File: config.mk
export PLATFORM = sky130hd
export DESIGN_NAME = mss_top
export DESIGN_NICKNAME = d
export VERILOG_FILES = /design/src/include/mss_pkg.sv /design/src/hdl/mss_top.sv /design/src/hdl/mss_sync.sv /design/src/hdl/mss_seg_mem.sv
export VERILOG_INCLUDE_DIRS = /design/src /design/src/include
export SDC_FILE = /design/constraint.sdc
export NUM_CORES = 1
export LEC_CHECK = 0
export BUFFER_PORTS_ARGS = -buffer_cell sky130_fd_sc_hd__buf_2
export CORE_ASPECT_RATIO = 1.5
export CORE_MARGIN = 4
export CORE_UTILIZATION = 55
export CTS_CLUSTER_DIAMETER = 60
export DETAILED_ROUTE_END_ITERATION = 12
export PLACE_DENSITY_LB_ADDON = 0.15
export SLEW_MARGIN = 20
export SYNTH_ARGS = -nofsm -noshare
export SYNTH_HDL_FRONTEND = slang
export SYNTH_SLANG_ARGS = --single-unit
File: constraint.sdc
create_clock -name core_clk -period 13.3 [get_ports core_clk]
set_input_delay 0.665 -clock core_clk [delete_from_list [all_inputs] [get_ports core_clk]]
set_output_delay 0.665 -clock core_clk [all_outputs]
set_load 0.1 [all_outputs]
File: src/include/mss_defs.svh
`ifndef MSS_DEFS_SVH
`define MSS_DEFS_SVH

// Register byte offsets on the bus.
`define MSS_OFS_SRC        8'h00
`define MSS_OFS_MAIN       8'h04
`define MSS_OFS_AUX        8'h08
`define MSS_OFS_COMM       8'h0c
`define MSS_OFS_MODE       8'h10
`define MSS_OFS_TOTAL      8'h14
`define MSS_OFS_STATUS     8'h18
`define MSS_OFS_SPEED      8'h1c

// Segment tables: address bits 7:6 select the table, 5:2 the segment.
`define MSS_REGION_SEG_SPD 2'h1
`define MSS_REGION_SEG_TIM 2'h2

// Reset values.
`define MSS_RST_SRC        3'h0
`define MSS_RST_MAIN       16'h01f4
`define MSS_RST_AUX        16'h01f4
`define MSS_RST_COMM       16'h0000
`define MSS_RST_MODE       2'h0
`define MSS_RST_TOTAL      5'h10
`define MSS_RST_SEG_SPD    16'h0000
`define MSS_RST_SEG_TIM    16'h000a

// Accepted ranges.
`define MSS_MODE_MAX       16'h0002
`define MSS_TOTAL_MIN      16'h0001
`define MSS_TOTAL_MAX      16'h0010
`define MSS_SPEED_MAX      17'sh07fff
`define MSS_SPEED_MIN      (-17'sh07fff)

// Running-time tick: one unit of segment time.
`define MSS_TICK_MS        1
`define MSS_CLK_MHZ        250
`define MSS_TICK_CYCLES    (`MSS_TICK_MS * `MSS_CLK_MHZ * 1000)

`endif

File: src/include/mss_pkg.sv
package mss_pkg;

  typedef enum logic [2:0]
  {
    MSS_SRC_MAIN,
    MSS_SRC_AUX,
    MSS_SRC_SWITCH,
    MSS_SRC_SUM,
    MSS_SRC_COMM,
    MSS_SRC_MULTI,
    MSS_SRC_UPDOWN,
    MSS_SRC_SINE
  } mss_src_t;

  typedef enum logic [1:0]
  {
    MSS_SINGLE,
    MSS_CYCLIC,
    MSS_IO
  } mss_mode_t;

  typedef enum logic [1:0]
  {
    MSS_IDLE,
    MSS_RUN,
    MSS_DONE
  } mss_state_t;

endpackage

File: src/hdl/mss_top.sv
// Behaviour
// - Main and auxiliary speeds are either summed or one is selected.
// - Switch input active selects auxiliary speed, else main speed.
// - Sequencer has three modes: single run, cyclic run, I/O select.
// - Single run: segments one upward, stop after the last configured.
// - Cyclic run: after the last segment restart from segment one.
// - I/O mode: decode select inputs into a segment and run its speed.
// - I/O mode: on a select input change, switch to the new segment.
// - Mode accepts 0 to 2 only; resets to single run.
// - Mode matters only for multi-speed; writable only while stopped.
// - Segment total accepts 1 to 16, resets to 16, writable anytime.
// - Every segment has its own speed and running time.
`timescale 1ns/1ps
`default_nettype none
`include "mss_defs.svh"

module mss_top
#(
  parameter int TICK_CYCLES = `MSS_TICK_CYCLES
)
(
  // Clock and reset.
  input  wire logic               core_clk,
  input  wire logic               nrst,
  // Wishbone slave.
  input  wire logic               wb_cyc_i,
  input  wire logic               wb_stb_i,
  input  wire logic               wb_we_i,
  input  wire logic [7:0]         wb_adr_i,
  input  wire logic [3:0]         wb_sel_i,
  input  wire logic [31:0]        wb_dat_i,
  output logic      [31:0]        wb_dat_o,
  output logic                    wb_ack_o,
  // Digital inputs from the external controller.
  input  wire logic               motor_enable_i,
  input  wire logic               speed_source_switch_input,
  input  wire logic [3:0]         seg_select_i,
  // Speed loop side.
  output logic signed [15:0]      speed_cmd_o,
  output logic                    motor_run_o,
  output logic      [3:0]         segment_o,
  output mss_pkg::mss_state_t     seq_state_o
);

  import mss_pkg::*;

  // Merges the low two byte lanes of a write into a 16-bit register.
  function automatic logic [15:0] wb_merge(input logic [15:0] old,
                                           input logic [31:0] wd,
                                           input logic [3:0]  sel);
    logic [15:0] v;
    v = old;
    if (sel[0])
      v[7:0] = wd[7:0];
    if (sel[1])
      v[15:8] = wd[15:8];
    return v;
  endfunction

  // Adds two speeds and clamps to the legal speed range.
  function automatic logic [15:0] sat_add(input logic [15:0] a,
                                          input logic [15:0] b);
    logic signed [16:0] s;
    s = $signed({a[15], a}) + $signed({b[15], b});
    if (s > `MSS_SPEED_MAX)
      s = `MSS_SPEED_MAX;
    else if (s < `MSS_SPEED_MIN)
      s = `MSS_SPEED_MIN;
    return s[15:0];
  endfunction

  logic [5:0]  pins_s;
  logic        en_s;
  logic        sw_s;
  logic [3:0]  sel_s;

  mss_sync u_sync
  (
    .core_clk (core_clk),
    .nrst     (nrst),
    .async_i  ({motor_enable_i, speed_source_switch_input, seg_select_i}),
    .sync_o   (pins_s)
  );

  assign en_s  = pins_s[5];
  assign sw_s  = pins_s[4];
  assign sel_s = pins_s[3:0];

  // Registers.
  logic                ack_q;
  logic [31:0]         dat_q;
  mss_src_t            src_q;
  logic [15:0]         main_q;
  logic [15:0]         aux_q;
  logic [15:0]         comm_q;
  mss_mode_t           mode_q;
  logic [4:0]          total_q;
  mss_state_t          state_q;
  mss_state_t          state_d;
  logic [3:0]          seg_q;
  logic [3:0]          seg_d;
  logic                restart;
  logic [17:0]         pre_q;
  logic [15:0]         ms_q;
  logic [15:0]         speed_q;
  logic [15:0]         speed_d;
  logic                run_q;

  // Bus decode.
  logic [7:0]  bus_addr;
  logic        bus_req;
  logic        bus_wr;
  logic        hit_src;
  logic        hit_main;
  logic        hit_aux;
  logic        hit_comm;
  logic        hit_mode;
  logic        hit_total;
  logic        hit_status;
  logic        hit_speed;
  logic        hit_seg_spd;
  logic        hit_seg_tim;
  logic [3:0]  bus_idx;

  assign bus_addr    = {wb_adr_i[7:2], 2'h0};
  assign bus_req     = wb_cyc_i & wb_stb_i & ~ack_q;
  assign bus_wr      = bus_req & wb_we_i;
  assign hit_src     = bus_addr == `MSS_OFS_SRC;
  assign hit_main    = bus_addr == `MSS_OFS_MAIN;
  assign hit_aux     = bus_addr == `MSS_OFS_AUX;
  assign hit_comm    = bus_addr == `MSS_OFS_COMM;
  assign hit_mode    = bus_addr == `MSS_OFS_MODE;
  assign hit_total   = bus_addr == `MSS_OFS_TOTAL;
  assign hit_status  = bus_addr == `MSS_OFS_STATUS;
  assign hit_speed   = bus_addr == `MSS_OFS_SPEED;
  assign hit_seg_spd = bus_addr[7:6] == `MSS_REGION_SEG_SPD;
  assign hit_seg_tim = bus_addr[7:6] == `MSS_REGION_SEG_TIM;
  assign bus_idx     = bus_addr[5:2];

  // Segment tables.
  logic [15:0] bus_spd;
  logic [15:0] bus_tim;
  logic [15:0] seq_spd;
  logic [15:0] seq_tim;
  logic [15:0] wr_seg_v;

  assign wr_seg_v = wb_merge(hit_seg_spd ? bus_spd : bus_tim,
                             wb_dat_i, wb_sel_i);

  mss_seg_mem u_mem
  (
    .core_clk (core_clk),
    .nrst     (nrst),
    .spd_we   (bus_wr & hit_seg_spd),
    .tim_we   (bus_wr & hit_seg_tim),
    .wr_idx   (bus_idx),
    .wr_data  (wr_seg_v),
    .bus_idx  (bus_idx),
    .bus_spd  (bus_spd),
    .bus_tim  (bus_tim),
    .seq_idx  (seg_q),
    .seq_spd  (seq_spd),
    .seq_tim  (seq_tim)
  );

  // Write values and their acceptance.
  logic [15:0] wr_src_v;
  logic [15:0] wr_main_v;
  logic [15:0] wr_aux_v;
  logic [15:0] wr_comm_v;
  logic [15:0] wr_mode_v;
  logic [15:0] wr_total_v;
  logic        stopped;
  logic        mode_ok;
  logic        total_ok;

  assign wr_src_v   = wb_merge({13'h0, src_q}, wb_dat_i, wb_sel_i);
  assign wr_main_v  = wb_merge(main_q, wb_dat_i, wb_sel_i);
  assign wr_aux_v   = wb_merge(aux_q, wb_dat_i, wb_sel_i);
  assign wr_comm_v  = wb_merge(comm_q, wb_dat_i, wb_sel_i);
  assign wr_mode_v  = wb_merge({14'h0, mode_q}, wb_dat_i, wb_sel_i);
  assign wr_total_v = wb_merge({11'h0, total_q}, wb_dat_i, wb_sel_i);
  assign stopped    = state_q != MSS_RUN;
  assign mode_ok    = bus_wr & hit_mode & stopped &
                      (wr_mode_v <= `MSS_MODE_MAX);
  assign total_ok   = bus_wr & hit_total &
                      (wr_total_v >= `MSS_TOTAL_MIN) &
                      (wr_total_v <= `MSS_TOTAL_MAX);

  // Read selection.
  logic [15:0] rd_word;

  assign rd_word = hit_src     ? {13'h0, src_q} :
                   hit_main    ? main_q :
                   hit_aux     ? aux_q :
                   hit_comm    ? comm_q :
                   hit_mode    ? {14'h0, mode_q} :
                   hit_total   ? {11'h0, total_q} :
                   hit_status  ? {9'h0, run_q, state_q, seg_q} :
                   hit_speed   ? speed_q :
                   hit_seg_spd ? bus_spd :
                   hit_seg_tim ? bus_tim : 16'h0000;

  always_ff @(posedge core_clk)
  begin
    if (!nrst)
    begin
      ack_q <= 1'b0;
      dat_q <= 32'h0000_0000;
    end
    else
    begin
      ack_q <= bus_req;
      dat_q <= (bus_req & ~wb_we_i) ? {16'h0000, rd_word} : 32'h0000_0000;
    end
  end

  always_ff @(posedge core_clk)
  begin
    if (!nrst)
    begin
      src_q   <= mss_src_t'(`MSS_RST_SRC);
      main_q  <= `MSS_RST_MAIN;
      aux_q   <= `MSS_RST_AUX;
      comm_q  <= `MSS_RST_COMM;
      mode_q  <= mss_mode_t'(`MSS_RST_MODE);
      total_q <= `MSS_RST_TOTAL;
    end
    else
    begin
      if (bus_wr & hit_src)
        src_q <= mss_src_t'(wr_src_v[2:0]);
      if (bus_wr & hit_main)
        main_q <= wr_main_v;
      if (bus_wr & hit_aux)
        aux_q <= wr_aux_v;
      if (bus_wr & hit_comm)
        comm_q <= wr_comm_v;
      if (mode_ok)
        mode_q <= mss_mode_t'(wr_mode_v[1:0]);
      if (total_ok)
        total_q <= wr_total_v[4:0];
    end
  end

  // Sequencer.
  logic        seq_go;
  logic        tick;
  logic        last_seg;
  logic        seg_done;

  assign seq_go   = en_s & (src_q == MSS_SRC_MULTI);
  assign tick     = pre_q == 18'(TICK_CYCLES - 1);
  assign last_seg = {1'b0, seg_q} >= (total_q - 5'h01);
  assign seg_done = (state_q == MSS_RUN) & (mode_q != MSS_IO) &
                    (ms_q >= seq_tim);

  always_comb
  begin
    state_d = state_q;
    seg_d   = seg_q;
    restart = 1'b0;
    case (state_q)
      MSS_IDLE:
      begin
        if (seq_go)
        begin
          state_d = MSS_RUN;
          seg_d   = (mode_q == MSS_IO) ? sel_s : 4'h0;
          restart = 1'b1;
        end
      end
      MSS_RUN:
      begin
        if (!seq_go)
          state_d = MSS_IDLE;
        else if (mode_q == MSS_IO)
        begin
          if (sel_s != seg_q)
          begin
            seg_d   = sel_s;
            restart = 1'b1;
          end
        end
        else if (seg_done)
        begin
          restart = 1'b1;
          if (!last_seg)
            seg_d = seg_q + 4'h1;
          else if (mode_q == MSS_CYCLIC)
            seg_d = 4'h0;
          else
            state_d = MSS_DONE;
        end
      end
      MSS_DONE:
      begin
        if (!seq_go)
          state_d = MSS_IDLE;
      end
      default:
        state_d = MSS_IDLE;
    endcase
  end

  always_ff @(posedge core_clk)
  begin
    if (!nrst)
    begin
      state_q <= MSS_IDLE;
      seg_q   <= 4'h0;
    end
    else
    begin
      state_q <= state_d;
      seg_q   <= seg_d;
    end
  end

  // Running-time counters restart with every segment.
  always_ff @(posedge core_clk)
  begin
    if (!nrst || restart || state_q != MSS_RUN)
    begin
      pre_q <= 18'h00000;
      ms_q  <= 16'h0000;
    end
    else
    begin
      pre_q <= tick ? 18'h00000 : pre_q + 18'h00001;
      if (tick && ms_q != 16'hffff)
        ms_q <= ms_q + 16'h0001;
    end
  end

  // Speed reference selection.
  always_comb
  begin
    case (src_q)
      MSS_SRC_MAIN:   speed_d = main_q;
      MSS_SRC_AUX:    speed_d = aux_q;
      MSS_SRC_SWITCH: speed_d = sw_s ? aux_q : main_q;
      MSS_SRC_SUM:    speed_d = sat_add(main_q, aux_q);
      MSS_SRC_COMM:   speed_d = comm_q;
      MSS_SRC_MULTI:  speed_d = (state_q == MSS_RUN) ? seq_spd : 16'h0000;
      default:        speed_d = 16'h0000;
    endcase
  end

  always_ff @(posedge core_clk)
  begin
    if (!nrst)
    begin
      speed_q <= 16'h0000;
      run_q   <= 1'b0;
    end
    else
    begin
      speed_q <= speed_d;
      run_q   <= en_s & ~((src_q == MSS_SRC_MULTI) & (state_q != MSS_RUN));
    end
  end

  assign wb_ack_o    = ack_q;
  assign wb_dat_o    = dat_q;
  assign speed_cmd_o = speed_q;
  assign motor_run_o = run_q;
  assign segment_o   = seg_q;
  assign seq_state_o = state_q;
endmodule
`default_nettype wire

File: src/hdl/mss_sync.sv
`timescale 1ns/1ps
`default_nettype none

module mss_sync
(
  // Clock and reset.
  input  wire logic       core_clk,
  input  wire logic       nrst,
  // Pin levels in and synchronised levels out.
  input  wire logic [5:0] async_i,
  output logic      [5:0] sync_o
);

  logic [5:0] meta_q;
  logic [5:0] sync_q;

  // Two flops; the first is read only by the second.
  always_ff @(posedge core_clk)
  begin
    if (!nrst)
    begin
      meta_q <= 6'h00;
      sync_q <= 6'h00;
    end
    else
    begin
      meta_q <= async_i;
      sync_q <= meta_q;
    end
  end

  assign sync_o = sync_q;

endmodule
`default_nettype wire

File: src/hdl/mss_seg_mem.sv
`timescale 1ns/1ps
`default_nettype none
`include "mss_defs.svh"

module mss_seg_mem
(
  // Clock and reset.
  input  wire logic        core_clk,
  input  wire logic        nrst,
  // Write port.
  input  wire logic        spd_we,
  input  wire logic        tim_we,
  input  wire logic [3:0]  wr_idx,
  input  wire logic [15:0] wr_data,
  // Bus read port.
  input  wire logic [3:0]  bus_idx,
  output logic      [15:0] bus_spd,
  output logic      [15:0] bus_tim,
  // Sequencer read port.
  input  wire logic [3:0]  seq_idx,
  output logic      [15:0] seq_spd,
  output logic      [15:0] seq_tim
);

  logic [15:0] spd_mem [16];
  logic [15:0] tim_mem [16];

  // Each segment keeps its own speed and running time.
  always_ff @(posedge core_clk)
  begin
    if (!nrst)
    begin
      for (int i = 0; i < 16; i++)
      begin
        spd_mem[i] <= `MSS_RST_SEG_SPD;
        tim_mem[i] <= `MSS_RST_SEG_TIM;
      end
    end
    else
    begin
      if (spd_we)
        spd_mem[wr_idx] <= wr_data;
      if (tim_we)
        tim_mem[wr_idx] <= wr_data;
    end
  end

  assign bus_spd = spd_mem[bus_idx];
  assign bus_tim = tim_mem[bus_idx];
  assign seq_spd = spd_mem[seq_idx];
  assign seq_tim = tim_mem[seq_idx];

endmodule
`default_nettype wire

Word level (Yosys, flattened, before mapping)

Memories as Yosys holds them, arrays and structs flattened. A register that Yosys moved wholly into a read port is not among the register bits.
Index checks and enable logic that the tools add are counted.

Add/subtract/negate cells: 5
Bitwise operators: 26
Reduce and logical (&&, ||, !) cells: 22
Muxes and demuxes: 61
$lt $le $gt $ge: 7
Equality and inequality tests: 33

Operators with widths:

| operator                                                           | number |
|---|---|
| two-way mux 16 bit                                                 | 17 |
| one-hot mux 16 bit (6 select lines)                                | 1 |
| two-way mux 4 bit                                                  | 14 |
| two-way mux 8 bit                                                  | 5 |
| OR reduction 16 bit                                                | 2 |
| equality test 6 x 3 -> 1 bit, second input constant                | 4 |
| AND 1 bit                                                          | 21 |
| adder 18 x 1 -> 18 bit, second input constant                      | 1 |
| equality test 18 bit, second input constant                        | 1 |
| != test 3 bit, second input constant                               | 6 |
| adder 16 x 16 -> 17 bit                                            | 1 |
| > comparator 17 x 16 -> 1 bit, second input constant               | 1 |
| less-than comparator 17 x 16 -> 1 bit, second input constant       | 1 |
| adder 16 x 1 -> 16 bit, second input constant                      | 1 |
| greater-or-equal comparator 16 x 1 -> 1 bit, second input constant | 1 |
| greater-or-equal comparator 16 bit                                 | 1 |
| less-or-equal comparator 16 x 2 -> 1 bit, second input constant    | 1 |
| less-or-equal comparator 16 x 5 -> 1 bit, second input constant    | 1 |
| != test 16 bit, second input constant                              | 1 |
| AND reduction 2 bit                                                | 8 |
| two-way mux 1 bit                                                  | 14 |
| two-way mux 2 bit                                                  | 7 |
| equality test 6 x 2 -> 1 bit, second input constant                | 2 |
| AND reduction 6 bit                                                | 2 |
| 26 further kinds                                                   | 40 |

Output and inout port bits: 56
Memories: 2
Input bits: 55
Flip-flop bits (word level): 160
Word-level logic and storage cells: 177
Memory bits (writable): 512

Memories:

| memory        | words | width | rd ports | clocked after Yosys merged registers in | write ports | line              | RTL |
|---|---|---|---|---|---|---|---|
| u_mem.spd_mem | 16    | 16    | 2        | 1                                       | 16          | mss_seg_mem.sv:25 | `logic [15:0] spd_mem [16];` |
| u_mem.tim_mem | 16    | 16    | 2        | 1                                       | 16          | mss_seg_mem.sv:26 | `logic [15:0] tim_mem [16];` |

Longest topological paths before layout

Depth in word-level cells: 11
Mapped depth: 16
Depth with buffers taken out: 11

Hierarchy

A second synthesis with hierarchy kept.

Cell total of the unflattened synthesis: 2,774
Area, all modules: 35,342.6 µm²

Modules (own cells, without submodules):

| module      | cells each | seq. area each (µm²) | area each (µm²) | times used |
|---|---|---|---|---|
| mss_seg_mem | 1,740      | 15,374.7             | 26,749.4        | 1 |
| mss_top     | 1,009      | 2,642.5              | 8,256.7         | 1 |
| mss_sync    | 25         | 240.2                | 336.6           | 1 |

Least setup slack after synthesis

Ideal clock, no wire load.

Kind: reg-to-reg
Start point: reg (tool-made name)
End point: reg pre_q[1]
Library setup time: 150 ps
Clock period less this slack: 4,674 ps
Path slack: 8,626 ps
Cell stages (with the launch flop): 17
Data arrival time: 4,524 ps
Required time: 13,150 ps
Path buffers: 5
Path through: dfxtp_1 -> buf_2 -> buf_2 -> buf_2 -> buf_2 -> mux4_2 -> mux4_2 -> ha_1 -> nand2b_1 -> a21o_1 -> a21oi_1 -> o211a_1 -> a2111oi_2 -> nor3_1 -> o311ai_2 -> clkbuf_1 -> nor3b_1

RTL lines:

| what                 | line           | RTL |
|---|---|---|
| to (signal assigned) | mss_top.sv:330 | `pre_q <= tick ? 18'h00000 : pre_q + 18'h00001;` |
| to (decl)            | mss_top.sv:103 | `logic [17:0] pre_q;` |

==> flow_summary_export.csv <==
group,metric,value,unit
setup_path,worstPathRequired,13.79,ns
setup_path,r2r_slack,7.94,ns
clock_network,clock_path_buffers,3,
die,ioPinCount,111,
setup_path,cp_slowest_stage_delay,0.77,ns
hold_path,hold_class,"in -> reg",
die,initial_core_util,0.558,
route,routedWlPerCell,30.3,µm
clock_network,clockRootBuffer,"clkbuf_16",
setup_path,reg2reg_depth,13,
setup_path,crit_slowest_cell,"dfxtp_4",
global_routing,grt_usage,0.320,
route,vias,23900,
sta,drv_slew,0,
flow_run,maxCapViolCount,0,
setup_path,cp-end-kind,"register",
synthesis,ys.warnings.count,0,
sta,max-slew-margin-rel,0.188,
sta,layout_worst_path_cycle_share,0.403,
global_routing,grt_pass1_vias,24500,
global_routing,grt_max_degree,62,
synthesis,ys_ff_latch,660,
sta,worst_slack,7.94,ns
placed_design,place_congestion,0.909,
synthesis,yosysSeqAreaShare,0.534,
route,wl,106,mm
finish,final_common_cell,"nor2_1",
sta,skew,0.0325,ns
clock_network,cts_tree,"built",
clock_network,holdBufCountCts,0,
synthesis,synth_area_per_cell,12.8,µm²
clock_network,htreeDepth,3,
setup_path,arrival,5.85,ns
clock_network,ctsResizeCount,0,
synthesis,synth_async_sr_flop_share,0,
placed_design,place_hpwl,70.1,mm
sta,setup_viol,0,
die,die_w,212,µm
synthesis,synth_flop_cell,"edfxtp_1",
sta,max_clock_freq,186,MHz
finish,nNetsFinal,2760,
placed_design,dp_slack,7.56,ns
sta,hold_violations,0,
setup_path,crit_path_max_fanout,37,
finish,final_core_util,0.605,
setup_path,worst_setup_path_start_kind,"register",
sta,period_needed,5.36,ns
die,die_h,314,µm
die,die_area,66600,µm²
route,drtIter0Drc,2984,
placed_design,dp_cells,3385,
setup_path,critical_path_class,"reg -> reg",
synthesis,synth_cell_types,66,
clock_network,clock_sinks,660,
finish,final_cell_mix,"nor2_1, edfxtp_1, mux4_2, nand2_1, dfxtp_1",
clock_network,postCtsSetupRepairBufs,0,
synthesis,synthesis.area,34300,µm²
sta,max_slew.worst_pin.slew,1.21,ns
clock_network,clk_latency,0.64,ns
route,drt-vias-per-instance,6.80,
hold_path,hold_depth,2,
global_routing,grt_overflow,0,
placed_design,portBuffers,74,
finish,final_cells,3507,
power_and_ir_drop,peakVddDrop,104,µV
route,drcViolationCount,0,
clock_network,numCtsBuffers,68,
synthesis,netlist_instances,2682,
setup_path,crit_end,"pre_q[12]",
power_and_ir_drop,p_leak,12.7,nW
clock_network,clk_pin_slew,0.06,ns
power_and_ir_drop,power.total,4.55,mW
die,core_area,61500,µm²
synthesis,synth_edf_count,512,
power_and_ir_drop,p_per_area,122,nW/µm²
sta,tns,0,ns
finish,final_layout_size_suffix_gt1_frac,0.216,
status,status,"completed",
sta,rsz0062_at_grt,"no",
finish,syn2layout_area_growth,8.42,%
setup_path,timing.rr.end,"pre_q[12]",
route,dr.pass1.iters,6,
die,rows,111,
global_routing,antenna_found_initial,3,
setup_path,crit_chain,"buf_4, mux4_2, mux4_2, ha_1, nand2b_1, a21o_1, a21oi_1, o211a_1, a2111oi_2, nor3_1, o311ai_4, buf_4, nor3_1",
route,antenna_left,0,
global_routing,grt_pass1_wl,155,mm
sequential cells by signal (all words and copies together) (netlist names), 5 cells and up, named ones only:
signal,cells
ms_q,16
wb_dat_o,16
pre_q,18
speed_cmd_o,16
u_sync.meta_q,6
u_sync.sync_o,6
total_q,5
u_mem.tim_mem,256
aux_q,16
comm_q,16
main_q,16
u_mem.spd_mem,256
worst min path at each step:
stage,from,endpoint
after floorplan,u_sync.meta_q[0],u_sync.sync_o[0]
after global placement,u_sync.meta_q[0],u_sync.sync_o[0]
after detailed placement,u_sync.meta_q[1],u_sync.sync_o[1]
after CTS,seg_select_i[0],u_sync.meta_q[0]
after global routing,seg_select_i[0],u_sync.meta_q[0]
final,seg_select_i[0],u_sync.meta_q[0]
stage by stage:
stage | area [µm²] | hold slack [ns]
after floorplan | 34400 | 0.412
after global placement | 35100 | 0.414
after detailed placement | 35100 | 0.420
after CTS | 37200 | 0.236
after global routing | 37200 | 0.252
final | 37200 | 0.257
cell usage after synthesis (all sizes together) (35+ instances only):
cell type | n | area share
dfxtp | 148 | 0.086
mux4 | 319 | 0.21
nand2 | 197 | 0.022
nor2 | 584 | 0.064
nor3 | 39 | 0.0057
nand3 | 93 | 0.014
inv | 37 | 0.0040
xnor2 | 38 | 0.0097
a22oi | 35 | 0.0077
buf | 125 | 0.023
clkbuf | 119 | 0.013
ha | 40 | 0.015
edfxtp | 512 | 0.45
a21oi | 113 | 0.018
metal layers:
layer	vias up	GRT usage	part of all wire
li1	10000	-	-
met1	12000	0.356	0.32
met2	1438	0.547	0.51
met3	413	0.0637	0.088
met4	4	0.223	0.083
met5	-	0	0.00030
where the power goes:
group	internal (mW)	switching, mW	total [mW]	leakage [nW]
combinational	0.122	0.261	0.383	5.28
sequential	2.27	0.0272	2.30	6.37
clock	1.04	0.822	1.87	1.02
total	3.44	1.11	4.55	12.7
worst max-delay path, delay by kind of cell (launching register included):
kind                       cells  cell delay (ns)
DFF                            1             0.77
muxes                          2             1.15
buffers and inverters          2             1.19
and+or+nand+nor                3             0.39
AOI/OAI and AO/OA              5             1.34
adders and majority gates      1             0.29
layout make-up:
cell class	count	area, µm²
antenna	1	2.50
clock buffer	85	1840
clock inverter	36	282
fill	4910	24300
inverter	37	139
multi-input combinational	1756	14700
sequential	660	18300
tap	791	990
timing repair buffer	141	890
logic make-up (layout without fill, tap and decap cells):
group | count (synthesis) | after routing | synth area share
simple gates | 1019 | 1019 | 0.125
flops | 660 | 660 | 0.534
mux | 344 | 344 | 0.217
compound gates | 283 | 283 | 0.0563
buf+inv | 281 | 299 | 0.0397
xor+xnor | 53 | 53 | 0.0135
fa+ha+maj | 41 | 41 | 0.0152
other cells | 1 | 17 | 0.000109
Power figures use the tool's default switching activity.
